--- config.mk ---
export PLATFORM = sky130hd
export DESIGN_NAME = fault_diag_autoretry
export DESIGN_NICKNAME = d
export VERILOG_FILES = /design/src/core/fault_diag_pkg.sv /design/src/core/fault_diag_autoretry.sv /design/src/core/retry_channel.sv /design/src/core/flag_latch.sv
export VERILOG_INCLUDE_DIRS = /design/src /design/src/core
export SDC_FILE = /design/constraint.sdc
export NUM_CORES = 1
export LEC_CHECK = 0
export ABC_AREA = 0
export BUFFER_PORTS_ARGS = -buffer_cell sky130_fd_sc_hd__clkbuf_2
export CAP_MARGIN = 5
export CELL_PAD_IN_SITES_DETAIL_PLACEMENT = 1
export CELL_PAD_IN_SITES_GLOBAL_PLACEMENT = 1
export CORE_MARGIN = 8
export CORE_UTILIZATION = 50
export CTS_CLUSTER_SIZE = 20
export DETAILED_ROUTE_END_ITERATION = 10
export HOLD_SLACK_MARGIN = 0.15
export PLACE_DENSITY = 0.87
export SLEW_MARGIN = 20
export SYNTH_ARGS = -nofsm -noshare
export SYNTH_HDL_FRONTEND = slang
export SYNTH_SLANG_ARGS = --single-unit
--- constraint.sdc ---
create_clock -name clk -period 5.1 [get_ports clk]
set_input_delay 0.51 -clock clk [delete_from_list [all_inputs] [get_ports clk]]
set_output_delay 0.51 -clock clk [all_outputs]
set_load 0.02 [all_outputs]
--- src/core/fault_diag_defs.svh ---
// Timing counts, limits and reset values for the fault and diagnostic manager
`ifndef FAULT_DIAG_DEFS_SVH
`define FAULT_DIAG_DEFS_SVH

`define FD_CLK_PERIOD_NS      10
`define FD_T_AUTO_US          1000
`define FD_T_AUTO_CYC         ((`FD_T_AUTO_US * 1000) / `FD_CLK_PERIOD_NS)
`define FD_LED_CHECK_PERIOD_US         1000
`define FD_LED_CHECK_PERIOD_CYC        ((`FD_LED_CHECK_PERIOD_US * 1000) / `FD_CLK_PERIOD_NS)
`define FD_RETRY_LIMIT        16
`define FD_DUTY_FULL          7'h7F
`define FD_FLAGS_RST          4'h0
`define FD_FB_SEL_TEMP        2'h1
`define FD_FB_SEL_CURR        2'h2
`define FD_FB_SEL_NONE        2'h0

`endif

--- src/core/fault_diag_pkg.sv ---
// Types shared by the fault and diagnostic manager
package fault_diag_pkg;

   typedef enum logic [1:0] {
      CH_IDLE    = 2'b00,
      CH_ON      = 2'b01,
      CH_WAIT    = 2'b10,
      CH_LOCKED  = 2'b11
   } ch_state_e;

   typedef struct packed {
      logic [3:0] overcurrent_flag;
      logic [3:0] overtemp_flag;
      logic [3:0] severe_short_flag;
      logic [3:0] short_to_supply_flag;
      logic [3:0] open_load_off_flag;
      logic [3:0] open_load_on_flag;
      logic       undervoltage_flag;
      logic       overvoltage_flag;
      logic       temp_prewarning_flag;
   } fault_report_s;

   typedef struct packed {
      logic       temp_enable;
      logic       current_sense_enable;
      logic [1:0] sense_output_select;
      logic [3:0] sense_ratio_select;
   } feedback_cfg_s;

   typedef struct packed {
      logic [1:0] source;
      logic [1:0] channel;
      logic       high_ratio;
   } feedback_route_s;

endpackage

--- src/core/fault_diag_autoretry.sv ---
// Fault protection, auto-retry and diagnostic manager for a four-output high-side switch
`timescale 1ns/1ps
`include "fault_diag_defs.svh"
module fault_diag_autoretry
   import fault_diag_pkg::*;
#(
   parameter int NCH         = 4,
   parameter int T_AUTO_CYC  = `FD_T_AUTO_CYC,
   parameter int LED_CHECK_PERIOD_CYC = `FD_LED_CHECK_PERIOD_CYC,
   parameter int RETRY_LIMIT = `FD_RETRY_LIMIT
)(
   input  wire logic            clk,
   input  wire logic            rst_b,
   input  wire logic [NCH-1:0]  output_cmd,
   input  wire logic [NCH-1:0]  direct_input,
   input  wire logic [6:0]      duty_ch0,
   input  wire logic [6:0]      duty_ch1,
   input  wire logic [6:0]      duty_ch2,
   input  wire logic [6:0]      duty_ch3,
   input  wire logic            normal_mode,
   input  wire logic            extended_mode,
   input  wire logic            battery_uv,
   input  wire logic            battery_por,
   input  wire logic            logic_supply_fail,
   input  wire logic            supply_fail_enable,
   input  wire logic            overvoltage_det,
   input  wire logic            overvoltage_disable,
   input  wire logic            clamp_det,
   input  wire logic            temp_warning_det,
   input  wire logic [NCH-1:0]  overcurrent_det,
   input  wire logic [NCH-1:0]  overtemp_det,
   input  wire logic [NCH-1:0]  severe_short_det,
   input  wire logic [NCH-1:0]  short_supply_det,
   input  wire logic [NCH-1:0]  gate_low,
   input  wire logic [NCH-1:0]  open_load_off_det,
   input  wire logic [NCH-1:0]  open_load_on_det,
   input  wire logic [NCH-1:0]  short_detect_disable,
   input  wire logic [NCH-1:0]  open_load_off_disable,
   input  wire logic [NCH-1:0]  open_load_on_disable,
   input  wire logic [NCH-1:0]  led_open_load_select,
   input  wire logic [NCH-1:0]  retry_disable,
   input  wire feedback_cfg_s   feedback_cfg,
   input  wire logic            status_read,
   output logic [NCH-1:0]       high_side_output,
   output logic [NCH-1:0]       inrush_profile_restart,
   output logic                 fault_flag_n,
   output fault_report_s        diagnostic_register_zero,
   output feedback_route_s      analog_feedback_out,
   output logic                 regs_cleared
);

   ////////////////////////////////////////////////////////////////////
   // Supply conditions and mode transitions

   logic       normal_d_r;
   logic       por_d_r;
   logic       first_read_done_r;

   wire vdd_lost      = logic_supply_fail & supply_fail_enable;
   wire fault_wipe    = (logic_supply_fail & ~battery_uv) | battery_por;
   wire mode_change   = (normal_mode != normal_d_r);
   wire por_release   = por_d_r & ~battery_por;
   wire counter_clear = mode_change | battery_por | por_release;
   wire failsafe      = ~normal_mode | vdd_lost;

   // A read only clears the latches on the first transfer after they were shown
   wire read_clear    = status_read & ~first_read_done_r;

   always_ff @(posedge clk or negedge rst_b) begin
      if (!rst_b) begin
         normal_d_r        <= 1'b0;
         por_d_r           <= 1'b0;
         first_read_done_r <= 1'b0;
      end else begin
         normal_d_r <= normal_mode;
         por_d_r    <= battery_por;
         if (read_clear)
            first_read_done_r <= 1'b1;
         else if (~status_read)
            first_read_done_r <= 1'b0;
      end
   end

   ////////////////////////////////////////////////////////////////////
   // Effective command: direct inputs take over when the logic supply is gone and supply_fail_enable is set

   wire [NCH-1:0] eff_cmd = vdd_lost ? direct_input : output_cmd;

   ////////////////////////////////////////////////////////////////////
   // Latched fault flags

   logic [NCH-1:0] oc_q;
   logic [NCH-1:0] ot_q;
   logic [NCH-1:0] sc_q;
   logic [NCH-1:0] os_q;
   logic [NCH-1:0] olf_q;
   logic [NCH-1:0] oln_q;
   logic [2:0]     misc_q;

   // Overtemperature still detected in extended mode above the uv threshold
   wire [NCH-1:0] ot_set  = overtemp_det & {NCH{~battery_uv}};
   wire [NCH-1:0] oc_set  = overcurrent_det & ~{NCH{extended_mode}};
   wire [NCH-1:0] os_live = short_supply_det & ~eff_cmd & ~short_detect_disable;
   wire [NCH-1:0] os_set  = os_live & gate_low;
   wire [NCH-1:0] olf_live = open_load_off_det & ~eff_cmd & ~open_load_off_disable;
   wire [NCH-1:0] olf_set = (olf_live & gate_low) | os_set;

   logic [NCH-1:0] on_time_done;
   logic [NCH-1:0] led_tick;
   wire  [6:0]     duty [NCH];
   assign duty[0] = duty_ch0;
   assign duty[1] = duty_ch1;
   assign duty[2] = duty_ch2;
   assign duty[3] = duty_ch3;

   logic [NCH-1:0] oln_check;
   logic [NCH-1:0] retry_req;
   logic [NCH-1:0] ch_enable;
   logic [NCH-1:0] ch_latched;
   logic [NCH-1:0] ch_inrush;

   localparam int LW = $clog2(LED_CHECK_PERIOD_CYC + 1);

   genvar c;
   generate
      for (c = 0; c < NCH; c++) begin : g_ch
         logic [LW-1:0] on_cnt_r;
         logic [LW-1:0] period_r;
         wire full_on = (duty[c] == `FD_DUTY_FULL);
         always_ff @(posedge clk or negedge rst_b) begin
            if (!rst_b) begin
               on_cnt_r <= '0;
               period_r <= '0;
            end else begin
               if (!high_side_output[c] || !full_on)
                  on_cnt_r <= '0;
               else if (on_cnt_r != LW'(LED_CHECK_PERIOD_CYC))
                  on_cnt_r <= on_cnt_r + 1'b1;
               period_r <= (period_r == LW'(LED_CHECK_PERIOD_CYC - 1)) ? '0 : period_r + 1'b1;
            end
         end
         assign on_time_done[c] = (on_cnt_r == LW'(LED_CHECK_PERIOD_CYC));
         assign led_tick[c]     = (period_r == LW'(LED_CHECK_PERIOD_CYC - 1));
         // Bulb threshold checks continuously; LED only once per period when fully on
         assign oln_check[c] = high_side_output[c] & ~open_load_on_disable[c] &
                               (led_open_load_select[c] ?
                                (full_on & on_time_done[c] & led_tick[c]) : 1'b1);
         assign retry_req[c] = oc_q[c] | ot_q[c] | misc_q[0];

         retry_channel #(
            .T_AUTO_CYC  (T_AUTO_CYC),
            .RETRY_LIMIT (RETRY_LIMIT)
         ) u_retry (
            .clk            (clk),
            .rst_b          (rst_b),
            .cmd_on         (eff_cmd[c]),
            .retry_req      (retry_req[c] | sc_q[c]),
            .fault_now      (overcurrent_det[c] | overtemp_det[c] | battery_uv | sc_q[c]),
            .retry_enable   (~sc_q[c] & ~retry_disable[c] & ~vdd_lost),
            .counter_clear  (counter_clear),
            .out_enable     (ch_enable[c]),
            .inrush_restart (ch_inrush[c]),
            .latched_off    (ch_latched[c])
         );
      end
   endgenerate

   wire [NCH-1:0] oln_set = oln_check & open_load_on_det;

   flag_latch #(.W(NCH)) u_oc (
      .clk(clk), .rst_b(rst_b), .wipe(fault_wipe), .set_in(oc_set),
      .still_present(overcurrent_det), .read_clear(read_clear), .flag(oc_q)
   );
   flag_latch #(.W(NCH)) u_ot (
      .clk(clk), .rst_b(rst_b), .wipe(fault_wipe), .set_in(ot_set),
      .still_present(overtemp_det), .read_clear(read_clear), .flag(ot_q)
   );
   flag_latch #(.W(NCH)) u_sc (
      .clk(clk), .rst_b(rst_b), .wipe(fault_wipe), .set_in(severe_short_det),
      .still_present(severe_short_det), .read_clear(read_clear), .flag(sc_q)
   );
   flag_latch #(.W(NCH)) u_os (
      .clk(clk), .rst_b(rst_b), .wipe(battery_por), .set_in(os_set),
      .still_present(os_live), .read_clear(read_clear), .flag(os_q)
   );
   flag_latch #(.W(NCH)) u_olf (
      .clk(clk), .rst_b(rst_b), .wipe(battery_por), .set_in(olf_set),
      .still_present(olf_live | os_live | {NCH{~fault_flag_n}}),
      .read_clear(read_clear), .flag(olf_q)
   );
   flag_latch #(.W(NCH)) u_oln (
      .clk(clk), .rst_b(rst_b), .wipe(battery_por), .set_in(oln_set),
      .still_present(oln_set), .read_clear(read_clear), .flag(oln_q)
   );

   // Bit 0 undervoltage, bit 1 overvoltage, bit 2 temperature prewarning
   wire [2:0] misc_set  = {temp_warning_det & normal_mode, overvoltage_det, battery_uv};
   wire [2:0] misc_live = {1'b0, overvoltage_det, battery_uv | (|(eff_cmd & ch_latched))};
   flag_latch #(.W(3)) u_misc (
      .clk(clk), .rst_b(rst_b), .wipe(fault_wipe), .set_in(misc_set),
      .still_present(misc_live), .read_clear(read_clear), .flag(misc_q)
   );

   ////////////////////////////////////////////////////////////////////
   // Output drive and fault pin

   wire ov_block = overvoltage_det & ~overvoltage_disable;
   wire [NCH-1:0] hs_nxt = clamp_det ? {NCH{1'b1}} :
                           (ch_enable & eff_cmd & ~{NCH{battery_uv | battery_por | ov_block}});

   // Pin follows live off-state faults and latched shutdowns of commanded outputs
   wire fault_live = battery_uv | ov_block | (|overtemp_det) | (|(os_live & gate_low)) |
                     (|(olf_live & gate_low)) | (|(eff_cmd & ch_latched)) | (|sc_q);

   always_ff @(posedge clk or negedge rst_b) begin
      if (!rst_b) begin
         high_side_output       <= '0;
         inrush_profile_restart <= '0;
         fault_flag_n           <= 1'b1;
      end else begin
         high_side_output       <= hs_nxt;
         inrush_profile_restart <= ch_inrush;
         fault_flag_n           <= ~fault_live;
      end
   end

   ////////////////////////////////////////////////////////////////////
   // Report and analog feedback routing

   feedback_route_s route_nxt;
   wire [1:0] sel        = feedback_cfg.sense_output_select;
   wire       sel_on     = high_side_output[sel];
   wire       curr_ok    = feedback_cfg.current_sense_enable & ~failsafe & sel_on;

   always_comb begin
      route_nxt.channel    = sel;
      route_nxt.high_ratio = feedback_cfg.sense_ratio_select[sel];
      if (feedback_cfg.temp_enable)
         route_nxt.source = `FD_FB_SEL_TEMP;
      else if (curr_ok)
         route_nxt.source = `FD_FB_SEL_CURR;
      else
         route_nxt.source = `FD_FB_SEL_NONE;
   end

   always_ff @(posedge clk or negedge rst_b) begin
      if (!rst_b) begin
         diagnostic_register_zero <= '0;
         analog_feedback_out      <= '0;
         regs_cleared             <= 1'b0;
      end else begin
         diagnostic_register_zero <= {oc_q, ot_q, sc_q, os_q, olf_q, oln_q,
                                      misc_q[0], misc_q[1], misc_q[2]};
         analog_feedback_out      <= route_nxt;
         regs_cleared             <= vdd_lost | battery_por;
      end
   end

endmodule

--- src/core/retry_channel.sv ---
// Per-output auto-retry state machine with occurrence counter
`timescale 1ns/1ps
`include "fault_diag_defs.svh"
module retry_channel
   import fault_diag_pkg::*;
#(
   parameter int T_AUTO_CYC  = `FD_T_AUTO_CYC,
   parameter int RETRY_LIMIT = `FD_RETRY_LIMIT
)(
   input  wire logic clk,
   input  wire logic rst_b,
   input  wire logic cmd_on,
   input  wire logic retry_req,
   input  wire logic fault_now,
   input  wire logic retry_enable,
   input  wire logic counter_clear,
   output logic      out_enable,
   output logic      inrush_restart,
   output logic      latched_off
);

   localparam int CW = $clog2(T_AUTO_CYC + 1);
   localparam int RW = $clog2(RETRY_LIMIT + 1);

   ch_state_e       state_r;
   ch_state_e       state_nxt;
   logic [CW-1:0]   timer_r;
   logic [RW-1:0]   tries_r;
   logic            cmd_d_r;

   wire cmd_rise     = cmd_on & ~cmd_d_r;
   wire timer_done   = (timer_r == CW'(T_AUTO_CYC - 1));
   wire limit_hit    = (tries_r == RW'(RETRY_LIMIT));
   wire retry_fire   = (state_r == CH_WAIT) & timer_done & ~fault_now;

   always_comb begin
      state_nxt = state_r;
      case (state_r)
         CH_IDLE: begin
            if (cmd_on & ~retry_req)
               state_nxt = CH_ON;
         end
         CH_ON: begin
            if (!cmd_on)
               state_nxt = CH_IDLE;
            else if (retry_req)
               state_nxt = (retry_enable & ~limit_hit) ? CH_WAIT : CH_LOCKED;
         end
         CH_WAIT: begin
            if (!cmd_on)
               state_nxt = CH_IDLE;
            else if (retry_fire)
               state_nxt = CH_ON;
         end
         CH_LOCKED: begin
            if (cmd_rise | counter_clear)
               state_nxt = CH_IDLE;
         end
         default: state_nxt = CH_IDLE;
      endcase
   end

   always_ff @(posedge clk or negedge rst_b) begin
      if (!rst_b) begin
         state_r <= CH_IDLE;
         timer_r <= '0;
         tries_r <= '0;
         cmd_d_r <= 1'b0;
      end else begin
         state_r <= state_nxt;
         cmd_d_r <= cmd_on;
         timer_r <= (state_r == CH_WAIT && !timer_done) ? timer_r + 1'b1 : '0;
         if (counter_clear || cmd_rise)
            tries_r <= '0;
         else if (retry_fire)
            tries_r <= tries_r + 1'b1;
      end
   end

   assign out_enable     = (state_r == CH_ON);
   assign inrush_restart = retry_fire | ((state_r == CH_IDLE) & (state_nxt == CH_ON));
   assign latched_off    = (state_r == CH_WAIT) | (state_r == CH_LOCKED);

endmodule

--- src/core/flag_latch.sv ---
// Sticky flag bank: set wins over a read clear, read clear only when condition gone; wipe clears unconditionally
`timescale 1ns/1ps
module flag_latch #(
   parameter int W = 4
)(
   input  wire logic         clk,
   input  wire logic         rst_b,
   input  wire logic         wipe,
   input  wire logic [W-1:0] set_in,
   input  wire logic [W-1:0] still_present,
   input  wire logic         read_clear,
   output logic      [W-1:0] flag
);

   genvar i;
   generate
      for (i = 0; i < W; i++) begin : g_bit
         always_ff @(posedge clk or negedge rst_b) begin
            if (!rst_b)
               flag[i] <= 1'b0;
            else if (wipe)
               flag[i] <= 1'b0;
            else if (set_in[i])
               flag[i] <= 1'b1;
            else if (read_clear && !still_present[i])
               flag[i] <= 1'b0;
         end
      end
   endgenerate

endmodule

==> results.cfg <==
[worst_setup_path]
r2r_end = g_ch[0].u_retry.tries_r[2]$_DFFE_PN0P_
worstPathMaxFanout = 8
regToRegSetupSlack_ps = 2550
critical_path.startpoint_type = flop
path_class = flop to flop
r2r_start = g_ch[0].u_retry.timer_r[0]$_DFF_PN0_
endpoint_kind = flop
critical_path_required_ps = 5530
data_arrival_critical_path_ps = 2990
crit_path_end = g_ch[0].u_retry.tries_r[2]$_DFFE_PN0P_
worst_setup_path_startpoint = g_ch[0].u_retry.timer_r[0]$_DFF_PN0_
r2r_cells = 6

[floorplanning]
io_pins = 147
floorplan.initialDensity = 0.503
die_height_um = 185
core_region_area_um2 = 28400
cell_rows = 62
die-width_um = 185
die_area_um2 = 34200

[timing]
maxSlewHeadroom = 0.405
finalMaxSlewViolations = 0
finClkSkew_ps = 17.9
final-hold-violation-count = 0
achievable-frequency_mhz = 391
report.final.setup_viol = 0
fin_setup_tns_ps = 0
final.period_utilization = 0.501
finalWorstSetupSlack_ps = 2550
worst_slew_pin_tran_ps = 868
whs_ps = 171
fin_crit_ps = 2550
setup_repair_after_global_routing_missed_its_margin = no

[synth]
yosys.area.top_type_share = 0.538
synthesis.yosys.warnings = 0
post_synth_fa_ha_maj_area_fraction = 0.0210
main_combinational_cell_family_by_area_after_synthesis = simple AND/OR/NAND/NOR gates
most_repeated_cell_in_the_gate_level_netlist_after_synthesis = sky130_fd_sc_hd__dfrtp_1
netlist_top_cells_area = sky130_fd_sc_hd__dfrtp_1, sky130_fd_sc_hd__xnor2_1, sky130_fd_sc_hd__nor2_1
post_synth_xor_area_fraction = 0.112
synth.yosys.seq_area_share = 0.540
yosys.area_share.simple = 0.243
synthesized_nets = 1541
synthDistinctLibCells = 65
synth_compound_area_frac = 0.0511
synth.cell_area_um2 = 14300
ys_ff_latch = 308
muxShareOfSynthArea = 0.0117
synth-edff-count = 0
yosys_most_used_dff = sky130_fd_sc_hd__dfrtp_1
synth.top_cells.by_count = sky130_fd_sc_hd__dfrtp_1, sky130_fd_sc_hd__nor2_1, sky130_fd_sc_hd__nand2_1
syn_area_per_cell_um2 = 10.1
synth.largest_area_cell = sky130_fd_sc_hd__dfrtp_1
syn_inst = 1412
async_reset_ff_frac = 1.00

[layout]
antennaDiodeCount = 0
layout.core_utilization = 0.588
syn_to_final_growth_pct = 16.9
num-nets-final = 1713
fillCellCount = 3155
fin_cells = 1994
fraction_of_final_layout_cells_sized_beyond_drive_strength_1 = 0.143

[placed_design]
port_buffer_count = 146
hpwl_um = 28000
placed_cells_incl_taps = 1926
gp_congestion = 0.841
pre_cts_ws_ps = 2080

[power_and_ir_drop]
peakVddDrop_mv = 0.224
power_leakage_nw = 7.10
power.density_cell_area_nw_per_um2 = 325

[detailed_routing]
drcViolationCount = 0
totalWireLength_um = 41400
vias = 11500
route.detailed.vias_per_inst = 5.79
drt.antenna.violating_nets = 0
detail_route.iter0.violations = 695
wire_length_per_cell_after_detailed_routing_um = 20.8
drt_pass1_iterations = 5

[global_route]
number_of_global_route_vias_before_repair = 12900
grt_overflow = 0
grtUsageTotal = 0.246
grt_start_max_net_pins = 141
initial_antenna_violation_count = 1
first_pass_grt_wire_length_um = 67900

[clocking]
number_of_buffers_added_for_setup_after_cts = 0
clk_pin_slew_worst_paths_ps = 60
worst_skew_pair_latency_ps = 520
clock_sink_count = 308
clock_tree.root_cell = sky130_fd_sc_hd__clkbuf_16
tritoncts.num_buffers = 36
max-clock-path-buffers = 3
ctsHtreeMaxLevel = 2
tritoncts = yes

[min_path]
worst_hold_path_type = input pin to flop

[run]
reported_max_cap_violation_count = 0

[run_status]
run_status = completed
## how the worst min path moves through the flow
| stage | slack, ps | to | depth (start not counted) | start |
|---|---|---|---|---|
| floorplan | 210 | analog_feedback_out[0]$_DFF_PN0_ | 0 | rst_b |
| global placement | 360 | diagnostic_register_zero[4]$_DFF_PN0_ | 0 | u_oln.flag[1]$_DFFE_PN0P_ |
| detailed placement | 360 | diagnostic_register_zero[0]$_DFF_PN0_ | 0 | u_misc.flag[2]$_DFFE_PN0P_ |
| CTS | 160 | normal_d_r$_DFF_PN0_ | 1 | normal_mode |
| global route | 160 | normal_d_r$_DFF_PN0_ | 1 | normal_mode |
| finish | 170 | normal_d_r$_DFF_PN0_ | 1 | normal_mode |
## metal layers
metal,track usage,wire length [µm]
met5,0,13
met4,0.101,1740
met3,0.0555,2460
met2,0.429,20700
met1,0.291,16500
## report_power, final
group	total (mW)	internal, mW	switching [mW]
Clock	2.57	1.54	1.03
Sequential	2.54	2.49	0.0498
Combinational	0.314	0.0979	0.216
## cells in the final DEF (no fill, tap or decap), types with 43 or more instances in the layout
cell                       instances
sky130_fd_sc_hd__nand3_1          92
sky130_fd_sc_hd__xnor2_1         103
sky130_fd_sc_hd__a21oi_1          43
sky130_fd_sc_hd__nand4_1          44
sky130_fd_sc_hd__nor2_1          231
sky130_fd_sc_hd__inv_1            54
sky130_fd_sc_hd__clkbuf_2        145
sky130_fd_sc_hd__xor2_1           80
sky130_fd_sc_hd__nand2_1         114
sky130_fd_sc_hd__dfrtp_1         307
## stage by stage
step	area (µm²)	total power, mW
after global routing	16700	5.59
after detailed placement	15500	2.89
after global placement	15400	2.88
after floorplan	14300	2.70
after CTS	16700	5.46
final	16700	5.42
## repair_timing
item | CTS | global route
endpoints found under the setup margin | 0 | 0
hold buffers | 4 | 0
hold endpoints to repair | 84 | 0
gates resized for setup | 0 | 0
## kinds of logic (layout without fill, tap and decap cells)
kind of cell             after synthesis  count (layout)
buffers and inverters                 75             273
multiplexers                          14              14
AND/OR/NAND/NOR                      686             686
adder cells (fa/ha/maj)               24              24
AO/OA/AOI/OAI                        122             122
XOR/XNOR                             183             183
flip-flops                           308             308
## area by class of cell
cell class                 count  area, µm²  area share
clock buffer                  53       1060      0.0634
clock inverter                11        121     0.00728
inverter                      54        203      0.0122
multi-input combinational   1029       6270       0.376
sequential                   308       7710       0.462
tap                          384        480      0.0288
timing repair buffer         155        838      0.0503
## critical path: stages (launching register included)
cell,delay [ps]
sky130_fd_sc_hd__dfrtp_1,410
sky130_fd_sc_hd__ha_1,320
sky130_fd_sc_hd__nand3_4,160
sky130_fd_sc_hd__or4_1,480
sky130_fd_sc_hd__or4_1,560
sky130_fd_sc_hd__or3_1,380
sky130_fd_sc_hd__a21oi_1,170
## sequential cells by signal (all words and copies together) (netlist names), 3 cells and up
| signal | cells |
|---|---|
| u_olf.flag | 4 |
| u_oc.flag | 4 |
| inrush_profile_restart | 4 |
| g_ch.on_cnt_r | 68 |
| g_ch.period_r | 68 |
| u_oln.flag | 4 |
| g_ch.u_retry.tries_r | 20 |
| g_ch.u_retry.cmd_d_r | 4 |
| analog_feedback_out | 5 |
| u_sc.flag | 4 |
| diagnostic_register_zero | 27 |
| u_os.flag | 4 |
| u_ot.flag | 4 |
| high_side_output | 4 |
| g_ch.u_retry.timer_r | 68 |
| u_misc.flag | 3 |
| g_ch.u_retry.state_r | 8 |
Power figures use the tool's default switching activity.
